## config.mk

```make
export PLATFORM = sky130hd
export DESIGN_NAME = scss_top
export DESIGN_NICKNAME = d
export VERILOG_FILES = /design/src/shared/scss_pkg.sv /design/src/shared/scss_div_if.sv /design/src/hw/scss_divider.sv /design/src/hw/scss_top.sv
export SDC_FILE = /design/constraint.sdc
export NUM_CORES = 1
export LEC_CHECK = 0
export ABC_AREA = 1
export BUFFER_PORTS_ARGS = -buffer_cell sky130_fd_sc_hd__buf_2
export CELL_PAD_IN_SITES_DETAIL_PLACEMENT = 0
export CELL_PAD_IN_SITES_GLOBAL_PLACEMENT = 2
export CORE_UTILIZATION = 32
export CTS_CLUSTER_DIAMETER = 200
export DETAILED_ROUTE_END_ITERATION = 10
export PLACE_DENSITY_LB_ADDON = 0.1
export SKIP_CTS_REPAIR_TIMING = 1
export SLEW_MARGIN = 20
export SYNTH_ARGS = -nofsm -noshare
export SYNTH_HDL_FRONTEND = slang
export SYNTH_SLANG_ARGS = --single-unit
```

## constraint.sdc

```tcl
create_clock -name aclk -period 2.6 [get_ports aclk]
set_clock_uncertainty 0.15 [all_clocks]
set_input_delay 0.13 -clock aclk [delete_from_list [all_inputs] [get_ports aclk]]
set_output_delay 0.13 -clock aclk [all_outputs]
set_load 0.005 [all_outputs]
```

## src/shared/scss_pkg.sv

```systemverilog
// constants and types of the system clock source selector
// assumes a single 250 MHz bus clock; every clock source is sampled on it
package scss_pkg;

	localparam int ADDR_W = 8;
	localparam int DATA_W = 32;
	localparam int DIV_W = 10;
	localparam int LOOP_INPUT_DIVIDE_FIELD_W = 4;
	localparam int LOOP_MULTIPLY_FIELD_W = 8;

	// register byte addresses
	localparam logic [ADDR_W-1:0] ADDR_CTRL = 8'h00;
	localparam logic [ADDR_W-1:0] ADDR_PRESC = 8'h04;
	localparam logic [ADDR_W-1:0] ADDR_LOOP = 8'h08;
	localparam logic [ADDR_W-1:0] ADDR_STATUS = 8'h0C;

	// control register fields
	localparam int CTRL_SEL_LSB = 0;
	localparam int CTRL_BYP_BIT = 2;
	localparam int CTRL_OSC_BIT = 3;
	// prescaler register field
	localparam int PRESC_K1_LSB = 0;
	// loop register fields
	localparam int LOOP_P_LSB = 0;
	localparam int LOOP_N_LSB = 8;
	localparam int LOOP_K2_LSB = 16;
	// status register fields
	localparam int STAT_SEL_LSB = 0;
	localparam int STAT_BYP_BIT = 2;
	localparam int STAT_OSC_BIT = 3;
	localparam int STAT_SWITCH_BIT = 4;
	localparam int STAT_CLK_BIT = 5;

	// clock source select codes
	localparam logic [1:0] SEL_WAKEUP = 2'h0;
	localparam logic [1:0] SEL_LOOP = 2'h2;
	localparam logic [1:0] SEL_DIRECT = 2'h3;

	// values after reset
	localparam logic [1:0] RST_SEL = SEL_WAKEUP;
	localparam logic RST_BYP = 1'b1;
	localparam logic RST_OSC = 1'b0;
	localparam logic [DIV_W-1:0] RST_K1 = 10'h000;
	localparam logic [LOOP_INPUT_DIVIDE_FIELD_W-1:0] RST_P = 4'h0;
	localparam logic [LOOP_MULTIPLY_FIELD_W-1:0] RST_N = 8'h00;
	localparam logic [DIV_W-1:0] RST_K2 = 10'h000;

	localparam logic [1:0] RESP_OKAY = 2'h0;
	localparam logic [1:0] RESP_SLVERR = 2'h2;

	typedef struct packed {
		logic [1:0] sel;
		logic byp;
		logic osc;
		logic [DIV_W-1:0] k1;
		logic [LOOP_INPUT_DIVIDE_FIELD_W-1:0] p;
		logic [LOOP_MULTIPLY_FIELD_W-1:0] n;
		logic [DIV_W-1:0] k2;
	} scss_cfg_t;

	localparam scss_cfg_t RST_CFG = '{sel: RST_SEL, byp: RST_BYP, osc: RST_OSC,
		k1: RST_K1, p: RST_P, n: RST_N, k2: RST_K2};

	typedef enum logic [1:0] {ST_RUN, ST_DRAIN, ST_HOLD, ST_LAUNCH} scss_state_t;

endpackage

```

## src/shared/scss_div_if.sv

```systemverilog
// link between the selector and one of its edge-counting dividers
// assumes both ends run on the same bus clock
`timescale 1ns/1ps
interface scss_div_if;
	import scss_pkg::*;
	logic src;
	logic clear;
	logic [DIV_W-1:0] field;
	logic out;
	modport owner (output src, output clear, output field, input out);
	modport divider (input src, input clear, input field, output out);
endinterface

```

## src/hw/scss_divider.sv

```systemverilog
// divides a sampled clock level by field+1, counting its half periods
// assumes src is already registered on aclk and field is stable while running
`timescale 1ns/1ps
module scss_divider (
	input wire logic aclk,
	input wire logic aresetn,
	scss_div_if.divider port_if
);
	import scss_pkg::*;

	logic src_q, src_d;
	logic out_q, out_d;
	logic [DIV_W-1:0] cnt_q, cnt_d;

	// toggling every field+1 source edges: factor one simply follows the source
	always_comb begin
		src_d = src_q;
		out_d = out_q;
		cnt_d = cnt_q;
		if (port_if.clear) begin
			src_d = port_if.src;
			// restart in phase with the source, else factor one inverts the duty
			out_d = port_if.src;
			cnt_d = '0;
		end else if (port_if.src != src_q) begin
			src_d = port_if.src;
			if (cnt_q == port_if.field) begin
				cnt_d = '0;
				out_d = ~out_q;
			end else begin
				cnt_d = cnt_q + 10'h001;
			end
		end
	end

	always_ff @(posedge aclk) begin
		if (!aresetn) begin
			src_q <= 1'b0;
			out_q <= 1'b0;
			cnt_q <= '0;
		end else begin
			src_q <= src_d;
			out_q <= out_d;
			cnt_q <= cnt_d;
		end
	end

	assign port_if.out = out_q;

endmodule // scss_divider

```

## src/hw/scss_top.sv

```systemverilog
// system clock source selector with its AXI4-Lite register slave
// assumes every clock source input is synchronous to aclk and far slower than it
//
// Local design decisions: register access over AXI4-Lite and the register addresses.
`timescale 1ns/1ps

// Notes on behaviour
// - select 11 takes clock from direct pin
// - direct mode keeps input duty cycle unshaped
// - select 10 with bypass runs prescaler
// - prescaler fed by crystal or internal oscillator
// - prescale factor is divide field plus one
// - factor one passes oscillator clock unchanged
// - prescale factors reach 1024
// - select 10 without bypass uses loop clock
// - loop P, N, K2 are fields plus one
// - select 00 runs from wakeup clock
module scss_top (
	input wire logic aclk,
	input wire logic aresetn,
	input wire logic [scss_pkg::ADDR_W-1:0] s_axi_awaddr,
	input wire logic s_axi_awvalid,
	output logic s_axi_awready,
	input wire logic [scss_pkg::DATA_W-1:0] s_axi_wdata,
	input wire logic [3:0] s_axi_wstrb,
	input wire logic s_axi_wvalid,
	output logic s_axi_wready,
	output logic [1:0] s_axi_bresp,
	output logic s_axi_bvalid,
	input wire logic s_axi_bready,
	input wire logic [scss_pkg::ADDR_W-1:0] s_axi_araddr,
	input wire logic s_axi_arvalid,
	output logic s_axi_arready,
	output logic [scss_pkg::DATA_W-1:0] s_axi_rdata,
	output logic [1:0] s_axi_rresp,
	output logic s_axi_rvalid,
	input wire logic s_axi_rready,
	input wire logic direct_clock_input_pin,
	input wire logic crystal_input_pin,
	input wire logic internal_osc_clock,
	input wire logic wakeup_osc_clock,
	input wire logic vco_clock,
	output logic system_clock,
	output logic [scss_pkg::LOOP_INPUT_DIVIDE_FIELD_W:0] loop_input_factor,
	output logic [scss_pkg::LOOP_MULTIPLY_FIELD_W:0] loop_multiply_factor,
	output logic loop_ref_internal
);
	import scss_pkg::*;

	function automatic logic [DATA_W-1:0] merge(input logic [DATA_W-1:0] old_v,
		input logic [DATA_W-1:0] new_v, input logic [3:0] strb);
		logic [DATA_W-1:0] res;
		res = old_v;
		for (int i = 0; i < 4; i++) begin
			if (strb[i]) begin
				res[i*8 +: 8] = new_v[i*8 +: 8];
			end
		end
		return res;
	endfunction

	// bus side
	logic awready_q, awready_d, wready_q, wready_d, arready_q, arready_d;
	logic bvalid_q, bvalid_d, rvalid_q, rvalid_d;
	logic [1:0] bresp_q, bresp_d, rresp_q, rresp_d;
	logic [DATA_W-1:0] rdata_q, rdata_d, wdata_q, wdata_d;
	logic [3:0] wstrb_q, wstrb_d;
	logic [ADDR_W-1:0] awaddr_q, awaddr_d;
	logic aw_have_q, aw_have_d, w_have_q, w_have_d;
	scss_cfg_t cfg_q, cfg_d;

	// clock side
	scss_cfg_t act_q, act_d;
	scss_state_t state_q, state_d;
	logic direct_q, xtal_q, intosc_q, wake_q, vco_q;
	logic sysclk_q, sysclk_d, clear_q, clear_d;
	logic [LOOP_INPUT_DIVIDE_FIELD_W:0] pfac_q, pfac_d;
	logic [LOOP_MULTIPLY_FIELD_W:0] nfac_q, nfac_d;
	logic ref_q, ref_d;
	logic mux_clk;

	scss_div_if presc_if ();
	scss_div_if post_if ();

	function automatic logic [DATA_W-1:0] reg_word(input logic [ADDR_W-1:0] a,
		input scss_cfg_t c, input scss_cfg_t act, input logic sw, input logic clk);
		logic [DATA_W-1:0] v;
		v = '0;
		unique case (a)
			ADDR_CTRL: begin
				v[CTRL_SEL_LSB +: 2] = c.sel;
				v[CTRL_BYP_BIT] = c.byp;
				v[CTRL_OSC_BIT] = c.osc;
			end
			ADDR_PRESC: v[PRESC_K1_LSB +: DIV_W] = c.k1;
			ADDR_LOOP: begin
				v[LOOP_P_LSB +: LOOP_INPUT_DIVIDE_FIELD_W] = c.p;
				v[LOOP_N_LSB +: LOOP_MULTIPLY_FIELD_W] = c.n;
				v[LOOP_K2_LSB +: DIV_W] = c.k2;
			end
			ADDR_STATUS: begin
				v[STAT_SEL_LSB +: 2] = act.sel;
				v[STAT_BYP_BIT] = act.byp;
				v[STAT_OSC_BIT] = act.osc;
				v[STAT_SWITCH_BIT] = sw;
				v[STAT_CLK_BIT] = clk;
			end
			default: v = '0;
		endcase
		return v;
	endfunction

	function automatic logic mapped(input logic [ADDR_W-1:0] a);
		return (a == ADDR_CTRL) || (a == ADDR_PRESC) || (a == ADDR_LOOP) || (a == ADDR_STATUS);
	endfunction

	// write address and data are taken independently, answered once both are in
	always_comb begin
		logic [DATA_W-1:0] word;
		word = '0;
		awready_d = awready_q;
		wready_d = wready_q;
		aw_have_d = aw_have_q;
		w_have_d = w_have_q;
		awaddr_d = awaddr_q;
		wdata_d = wdata_q;
		wstrb_d = wstrb_q;
		bvalid_d = bvalid_q;
		bresp_d = bresp_q;
		cfg_d = cfg_q;
		if (s_axi_awvalid && awready_q) begin
			awaddr_d = s_axi_awaddr;
			aw_have_d = 1'b1;
			awready_d = 1'b0;
		end
		if (s_axi_wvalid && wready_q) begin
			wdata_d = s_axi_wdata;
			wstrb_d = s_axi_wstrb;
			w_have_d = 1'b1;
			wready_d = 1'b0;
		end
		if (aw_have_q && w_have_q && !bvalid_q) begin
			word = merge(reg_word(awaddr_q, cfg_q, act_q, 1'b0, 1'b0), wdata_q, wstrb_q);
			bvalid_d = 1'b1;
			bresp_d = mapped(awaddr_q) ? RESP_OKAY : RESP_SLVERR;
			aw_have_d = 1'b0;
			w_have_d = 1'b0;
			unique case (awaddr_q)
				ADDR_CTRL: begin
					cfg_d.sel = word[CTRL_SEL_LSB +: 2];
					cfg_d.byp = word[CTRL_BYP_BIT];
					cfg_d.osc = word[CTRL_OSC_BIT];
				end
				ADDR_PRESC: cfg_d.k1 = word[PRESC_K1_LSB +: DIV_W];
				ADDR_LOOP: begin
					cfg_d.p = word[LOOP_P_LSB +: LOOP_INPUT_DIVIDE_FIELD_W];
					cfg_d.n = word[LOOP_N_LSB +: LOOP_MULTIPLY_FIELD_W];
					cfg_d.k2 = word[LOOP_K2_LSB +: DIV_W];
				end
				default: ;
			endcase
		end
		if (bvalid_q && s_axi_bready) begin
			bvalid_d = 1'b0;
			awready_d = 1'b1;
			wready_d = 1'b1;
		end
	end

	// reads: one cycle from address to data
	always_comb begin
		arready_d = arready_q;
		rvalid_d = rvalid_q;
		rdata_d = rdata_q;
		rresp_d = rresp_q;
		if (s_axi_arvalid && arready_q) begin
			arready_d = 1'b0;
			rvalid_d = 1'b1;
			rdata_d = reg_word(s_axi_araddr, cfg_q, act_q, state_q != ST_RUN, sysclk_q);
			rresp_d = mapped(s_axi_araddr) ? RESP_OKAY : RESP_SLVERR;
		end else if (rvalid_q && s_axi_rready) begin
			rvalid_d = 1'b0;
			arready_d = 1'b1;
		end
	end

	always_ff @(posedge aclk) begin
		if (!aresetn) begin
			awready_q <= 1'b1;
			wready_q <= 1'b1;
			arready_q <= 1'b1;
			aw_have_q <= 1'b0;
			w_have_q <= 1'b0;
			awaddr_q <= '0;
			wdata_q <= '0;
			wstrb_q <= '0;
			bvalid_q <= 1'b0;
			bresp_q <= RESP_OKAY;
			rvalid_q <= 1'b0;
			rdata_q <= '0;
			rresp_q <= RESP_OKAY;
			cfg_q <= RST_CFG;
		end else begin
			awready_q <= awready_d;
			wready_q <= wready_d;
			arready_q <= arready_d;
			aw_have_q <= aw_have_d;
			w_have_q <= w_have_d;
			awaddr_q <= awaddr_d;
			wdata_q <= wdata_d;
			wstrb_q <= wstrb_d;
			bvalid_q <= bvalid_d;
			bresp_q <= bresp_d;
			rvalid_q <= rvalid_d;
			rdata_q <= rdata_d;
			rresp_q <= rresp_d;
			cfg_q <= cfg_d;
		end
	end

	// sources are synchronous inputs: one register each, no synchroniser
	always_ff @(posedge aclk) begin
		if (!aresetn) begin
			direct_q <= 1'b0;
			xtal_q <= 1'b0;
			intosc_q <= 1'b0;
			wake_q <= 1'b0;
			vco_q <= 1'b0;
		end else begin
			direct_q <= direct_clock_input_pin;
			xtal_q <= crystal_input_pin;
			intosc_q <= internal_osc_clock;
			wake_q <= wakeup_osc_clock;
			vco_q <= vco_clock;
		end
	end

	assign presc_if.src = act_q.osc ? intosc_q : xtal_q;
	assign presc_if.field = act_q.k1;
	assign presc_if.clear = clear_q;
	assign post_if.src = vco_q;
	assign post_if.field = act_q.k2;
	assign post_if.clear = clear_q;

	scss_divider u_presc (
		.aclk(aclk),
		.aresetn(aresetn),
		.port_if(presc_if.divider)
	);

	scss_divider u_post (
		.aclk(aclk),
		.aresetn(aresetn),
		.port_if(post_if.divider)
	);

	// unused code 01 falls back to the wakeup source
	always_comb begin
		unique case (act_q.sel)
			SEL_DIRECT: mux_clk = direct_q;
			SEL_LOOP: mux_clk = act_q.byp ? presc_if.out : post_if.out;
			default: mux_clk = wake_q;
		endcase
	end

	// a stopped old source held high would stall the switch in drain
	always_comb begin
		state_d = state_q;
		act_d = act_q;
		clear_d = 1'b0;
		sysclk_d = mux_clk;
		unique case (state_q)
			ST_RUN: begin
				if (cfg_q != act_q) begin
					state_d = ST_DRAIN;
				end
			end
			ST_DRAIN: begin
				if (!sysclk_q) begin
					sysclk_d = 1'b0;
					state_d = ST_HOLD;
				end
			end
			ST_HOLD: begin
				sysclk_d = 1'b0;
				act_d = cfg_q;
				clear_d = 1'b1;
				state_d = ST_LAUNCH;
			end
			ST_LAUNCH: begin
				sysclk_d = 1'b0;
				if (!clear_q && !mux_clk) begin
					state_d = ST_RUN;
				end
			end
		endcase
		pfac_d = {1'b0, act_d.p} + 5'h01;
		nfac_d = {1'b0, act_d.n} + 9'h001;
		ref_d = act_d.osc;
	end

	always_ff @(posedge aclk) begin
		if (!aresetn) begin
			state_q <= ST_RUN;
			act_q <= RST_CFG;
			clear_q <= 1'b0;
			sysclk_q <= 1'b0;
			pfac_q <= 5'h01;
			nfac_q <= 9'h001;
			ref_q <= RST_OSC;
		end else begin
			state_q <= state_d;
			act_q <= act_d;
			clear_q <= clear_d;
			sysclk_q <= sysclk_d;
			pfac_q <= pfac_d;
			nfac_q <= nfac_d;
			ref_q <= ref_d;
		end
	end

	assign s_axi_awready = awready_q;
	assign s_axi_wready = wready_q;
	assign s_axi_bvalid = bvalid_q;
	assign s_axi_bresp = bresp_q;
	assign s_axi_arready = arready_q;
	assign s_axi_rvalid = rvalid_q;
	assign s_axi_rdata = rdata_q;
	assign s_axi_rresp = rresp_q;
	assign system_clock = sysclk_q;
	assign loop_input_factor = pfac_q;
	assign loop_multiply_factor = nfac_q;
	assign loop_ref_internal = ref_q;

endmodule // scss_top

```

# Word level (Yosys, flattened, before mapping)
# Cells that the tools add are included.
[word_totals]
ff_bits = 194
latchBits = 0
ram_bits = 0
romBits = 0
in_bits = 64
output_inout_bits = 57
elab_cells = 158
mem_count = 0
[classes]
addsub = 4
multipliers = 0
n_div = 0
n_lt_le_gt_ge = 0
n_eq_ne = 23
shifts = 0
mux = 42
n_bitwise = 3
n_reduce_logical = 40
[op_table]
columns = ["op", "n"]
rows = [
  ["$ne 36x36->1", 1],
  ["$mux 33", 1],
  ["$eq 8x4->1 const B", 4],
  ["$mux 16", 2],
  ["$mux 8", 3],
  ["$add 10x1->10 const B", 2],
  ["$eq 10x10->1", 2],
  ["$mux 10", 2],
  ["$mux 1", 18],
  ["$mux 2", 9],
  ["$eq 8x3->1 const B", 2],
  ["$logic_not 8->1", 2],
  ["$pmux 4 s4", 1],
  ["$reduce_and 3->1", 5],
  ["$ne 2x2->1 const B", 7],
  ["$reduce_bool 2->1", 6],
  ["$reduce_and 2->1", 5],
  ["$add 8x1->9 const B", 1],
  ["$eq 2x2->1 const B", 4],
  ["$logic_and 1x1->1", 8],
  ["$pmux 2 s2", 2],
  ["$pmux 2 s4", 1],
  ["$pmux 4 s2", 1],
  ["$reduce_or 2->1", 4],
  ["other kinds (8)", 19],
]

# Depth between registers and ports, before layout
[logic_depth]
depth_word = 6
depth_mapped = 14
mapped_depth_nobuf = 12

# By module
# Synthesis repeated with hierarchy kept, for this count alone.
[hier_totals]
hier_cells = 1269
hier_area_um2 = 8803.4
[by_module_without_submodules]
columns = ["module", "instances", "cells_each", "area_per_inst_um2", "seq_area_each_um2"]
rows = [
  ["scss_top", 1, 969, 7101.8, 3363.2],
  ["scss_divider (u_post)", 1, 154, 865.8, 240.2],
  ["scss_divider (u_presc)", 1, 146, 835.8, 240.2],
]

# Least setup slack after synthesis
# No wires, ideal clock.
[synth_timing]
path_kind = "flip-flop to flip-flop"
startpoint = "register state_q[0]"
endpoint = "register pfac_q[2] (netlist: loop_input_factor[2])"
setup_time_ns = 0.119
arrival_time_ns = 1.725
t_required_ns = 2.331
path_slack_ns = 0.605
path_stages_with_launch = 11
n_path_buf = 3
synth_period_minus_slack_ns = 1.995
path_cell_list = "dfxtp_1 inv_1 ha_1 buf_6 buf_6 buf_2 o21ai_0 inv_1 ha_1 o21ai_0 a21oi_1"
[synth_rtl]
columns = ["item", "line_no", "source"]
rows = [
  ["start, declared", "scss_top.sv:74", "scss_state_t state_q, state_d;"],
  ["start signal, assigned", "scss_top.sv:312", "state_q <= state_d;"],
  ["end signal, assigned", "scss_top.sv:316", "pfac_q <= pfac_d;"],
  ["end, declared", "scss_top.sv:77", "logic [LOOP_INPUT_DIVIDE_FIELD_W:0] pfac_q, pfac_d;"],
]

==> flow_results.org <==
** Pwr
- PwrDens :: 766 nW/um2
- IR analysis of the VDD net gives a maximum drop of 411 uV.
- For this design the static power due to leakage is 4.56 nW.

** Critical path
- Startpoint of the lowest-slack register-to-register path :: state_q[0]
- Data on the critical path arrives at its endpoint at 2.38 ns.
- The worst register-to-register path ends at loop_multiply_factor[4].
- The worst register-to-register path has a setup slack of between 0.4 and 0.5 ns.
- Depth of the worst register-to-register path :: 10
- The worst setup path is captured at a flop.
- For the worst setup path, the data required time is 2.78 ns.
- STA classifies the critical path startpoint as a flop.
- In this run the worst path has a maximum fanout of 17.
- The critical path in this run is classified as flop to flop.

** Finish
- Fillers :: 2850
- With fillers left out, the area of the finished cells amounts to 10500 um2.
- Fraction of layout cells with a size suffix above 1 :: 0.128
- The final layout contains 1422 nets.
- The number of antenna diodes in the final layout is 0.
- In the layout the commonest cells are 251 x nand2_1, 192 x dfxtp_1, 164 x inv_1, 154 x o21ai_0, 130 x nor2_1.
- Final std cells w/o fill :: 1698
- Most frequent standard cell in the layout excluding fill and tap cells :: nand2_1
- Compared with the post-synthesis result, the final layout area differs by 24.1%.

** Placed design
- Cell area after placement :: 9310 um2
- Routability-driven placement finished with a final weighted congestion of ~0.76.
- Placed cells :: 1607
- HPWL Detailed :: 16900 um
- Worst setup slack before clock tree synthesis :: 0.429 ns
- The count of buffers added on input and output ports is 106.

** Worst hold path
- In this run the worst hold path is classified as input pin to flop.
- The worst hold path terminates at s_axi_rdata[25].
- In this run the most critical hold path is launched from s_axi_araddr[2].
- Hold Path Depth :: 4

** Timing
- Adding up every negative setup slack in the final design gives 0 ns.
- Post-route clock period utilization :: 0.844
- The worst path needs 2.20 ns of the cycle, external delays included.
- The worst pin sits at a relative slew slack of 0.357.
- On the final layout, the worst hold slack is 0.00294 ns.
- Max Freq :: roughly 460 MHz
- The final hold violation count was 0.
- Setup violations remaining at the end of the flow were counted as 0.
- Setup repair after global routing left no endpoint under its margin.
- Max Transition Viols Final :: 0
- Tightest Pin Transition :: roughly 0.96 ns
- In the post-route analysis, the smallest setup slack over all paths is 0.405 ns.

** Yosys
- Counting flops with an async set or reset pin after synthesis yields a share of 0.
- Synthesis warning total :: 0
- Of the synthesized area, sequential elements account for 0.454.
- Post-synthesis cell count :: approximately 1200
- The synthesized design contains 0 enable-type register cells.
- Dividing the synthesized area by the synthesized cell count gives a little over 7 um2.
- Synthesized area :: roughly 8500 um2
- In this run, synthesis produced a sequential element count of approximately 190.
- Most used flip-flop cell after synthesis :: dfxtp_1
- Library cells used by synthesis :: 43

** CTS
- For the worst-skew pair, the clock arrives at the later sink with an insertion delay of 0.44 ns.
- TritonCTS built the clock tree.
- Cts bufs inserted :: 17
- The clock passes through at most 2 buffers.
- Library cell used as clock root buffer :: clkbuf_16
- The tree built by TritonCTS fans out to approximately 190 sinks.
- The clock tree synthesis step divided the H-tree into 4 levels.
- Clock slew at reported path FFs :: 0.07 ns

** Floorplanning
- In this run the count of I/O pins placed on the die edge is 121.
- Chip Width :: about 160 um
- Standard-cell row count :: 59
- Die boundary height :: 165 um
- The die covers 27100 um2.
- The initial utilization of the core area, before any placement, comes to 0.326.
- The floorplan step defined a core boundary enclosing 26000 um2.

** Drt
- Across all layers, the routed design uses 7736 vias.
- After detailed routing, the number of remaining DRC violations is 0.
- Wire length per cell :: 14.1 um
- The first detailed-routing pass took 5 iterations.
- Total Routed Length :: between 20000 and 25000 um
- Once detail routing completed, the nets flagged for antenna violations numbered 0.
- The detailed router finished its first iteration with 455 violations.
- Vias per Instance :: between 4 and 5

** GRT
- The via count of the first global-routing pass came to 7025.
- The number of antenna violations at the first check in global routing was 0.
- Global-route congestion overflow total :: 0
- First-pass GRT wire length :: ~37000 um
- Global-route usage over all layers :: 0.180
- Entering global routing, the biggest net connects 121 pins.

** Status
- The run finished with clean final reports.

** Run
- Across the run, the number of max-cap violations was 0.
## cell usage after synthesis (3+ instances only)
library cell	count	area [um2]
a21oi_1	115	576
buf_2	7	35.0
buf_4	8	60.1
clkbuf_1	34	128
dfxtp_1	192	3840
ha_1	8	100
inv_1	164	616
nand2_1	251	942
nand2_2	4	25.0
nand3_1	39	195
nand4_1	12	75.1
nor2_1	130	488
nor2_2	3	18.8
nor3_1	16	80.1
nor3_2	4	40.0
nor3b_1	4	30.0
o21ai_0	154	771
xnor2_1	13	114
xor2_1	7	61.3
## layout make-up
cell class / instances / area (um2) / area share
Clock buffer: 18 / 439 / 0.0418
Clock inverter: 14 / 161 / 0.0154
Inverter: 166 / 623 / 0.0593
Multi-Input combinational cell: 795 / 3780 / 0.360
Sequential cell: 192 / 3840 / 0.366
Tap cell: 335 / 419 / 0.0399
Timing Repair Buffer: 178 / 1230 / 0.117
## worst max-delay path by stage
| stage | slack [ns] | to | startpoint |
|---|---|---|---|
| final | 0.40 | loop_multiply_factor[4] | state_q[0] |
| after global routing | 0.15 | loop_multiply_factor[7] | state_q[0] |
| after CTS | 0.42 | loop_multiply_factor[4] | state_q[0] |
| after detailed placement | 0.43 | loop_multiply_factor[7] | state_q[0] |
| after global placement | 0.44 | loop_multiply_factor[7] | state_q[0] |
| after floorplan | 0.61 | loop_input_factor[2] | state_q[0] |
## cell families after synthesis
| kind of cell | Yosys count | share of synthesized area |
|---|---|---|
| AO/OA/AOI/OAI | 283 | 0.171 |
| XOR/XNOR | 20 | 0.0207 |
| adder cells (fa/ha/maj) | 8 | 0.0118 |
| buffers and inverters | 217 | 0.103 |
| flip-flops | 192 | 0.454 |
| other | 1 | 0.000443 |
| AND/OR/NAND/NOR | 476 | 0.240 |
## flip-flops by register name, summed over array words and instances, names as in the netlist, 9 cells and up
signal	flops
act_q	15
cfg_q	36
loop_multiply_factor	9
post_if.field	10
presc_if.field	10
s_axi_rdata	26
u_post.cnt_q	10
u_presc.cnt_q	10
wdata_q	26
## per-stage QoR
step	utilization	power, mW
2_1_floorplan	-	4.79
3_3_place_gp	0.358	5.32
3_5_place_dp	0.358	5.33
4_1_cts	0.382	8.09
5_1_grt	0.404	8.59
6_report	0.404	8.05
## layer usage
metal	track usage	vias to the layer above	routed length, um
li1	-	4120	-
met1	0.259	3471	12500
met2	0.273	129	10500
met3	0.0377	16	855
met4	0.0446	0	216
met5	0	-	0
## power by group
group / internal [mW] / leakage, nW / switching, mW
clock: 1.41 / 0.291 / 1.30
sequential: 3.27 / 1.57 / 0.277
combinational: 0.701 / 2.70 / 1.09
total: 5.37 / 4.56 / 2.68
## critical path: stages (launching register included)
cell,delay (ns)
dfxtp_1,0.37
inv_1,0.09
ha_2,0.30
o21ai_0,0.36
ha_1,0.23
inv_1,0.04
nor2_1,0.19
nand2_1,0.09
xor2_1,0.16
nand2_1,0.06
inv_1,0.05
No activity file was read; power rests on OpenSTA's default activity.
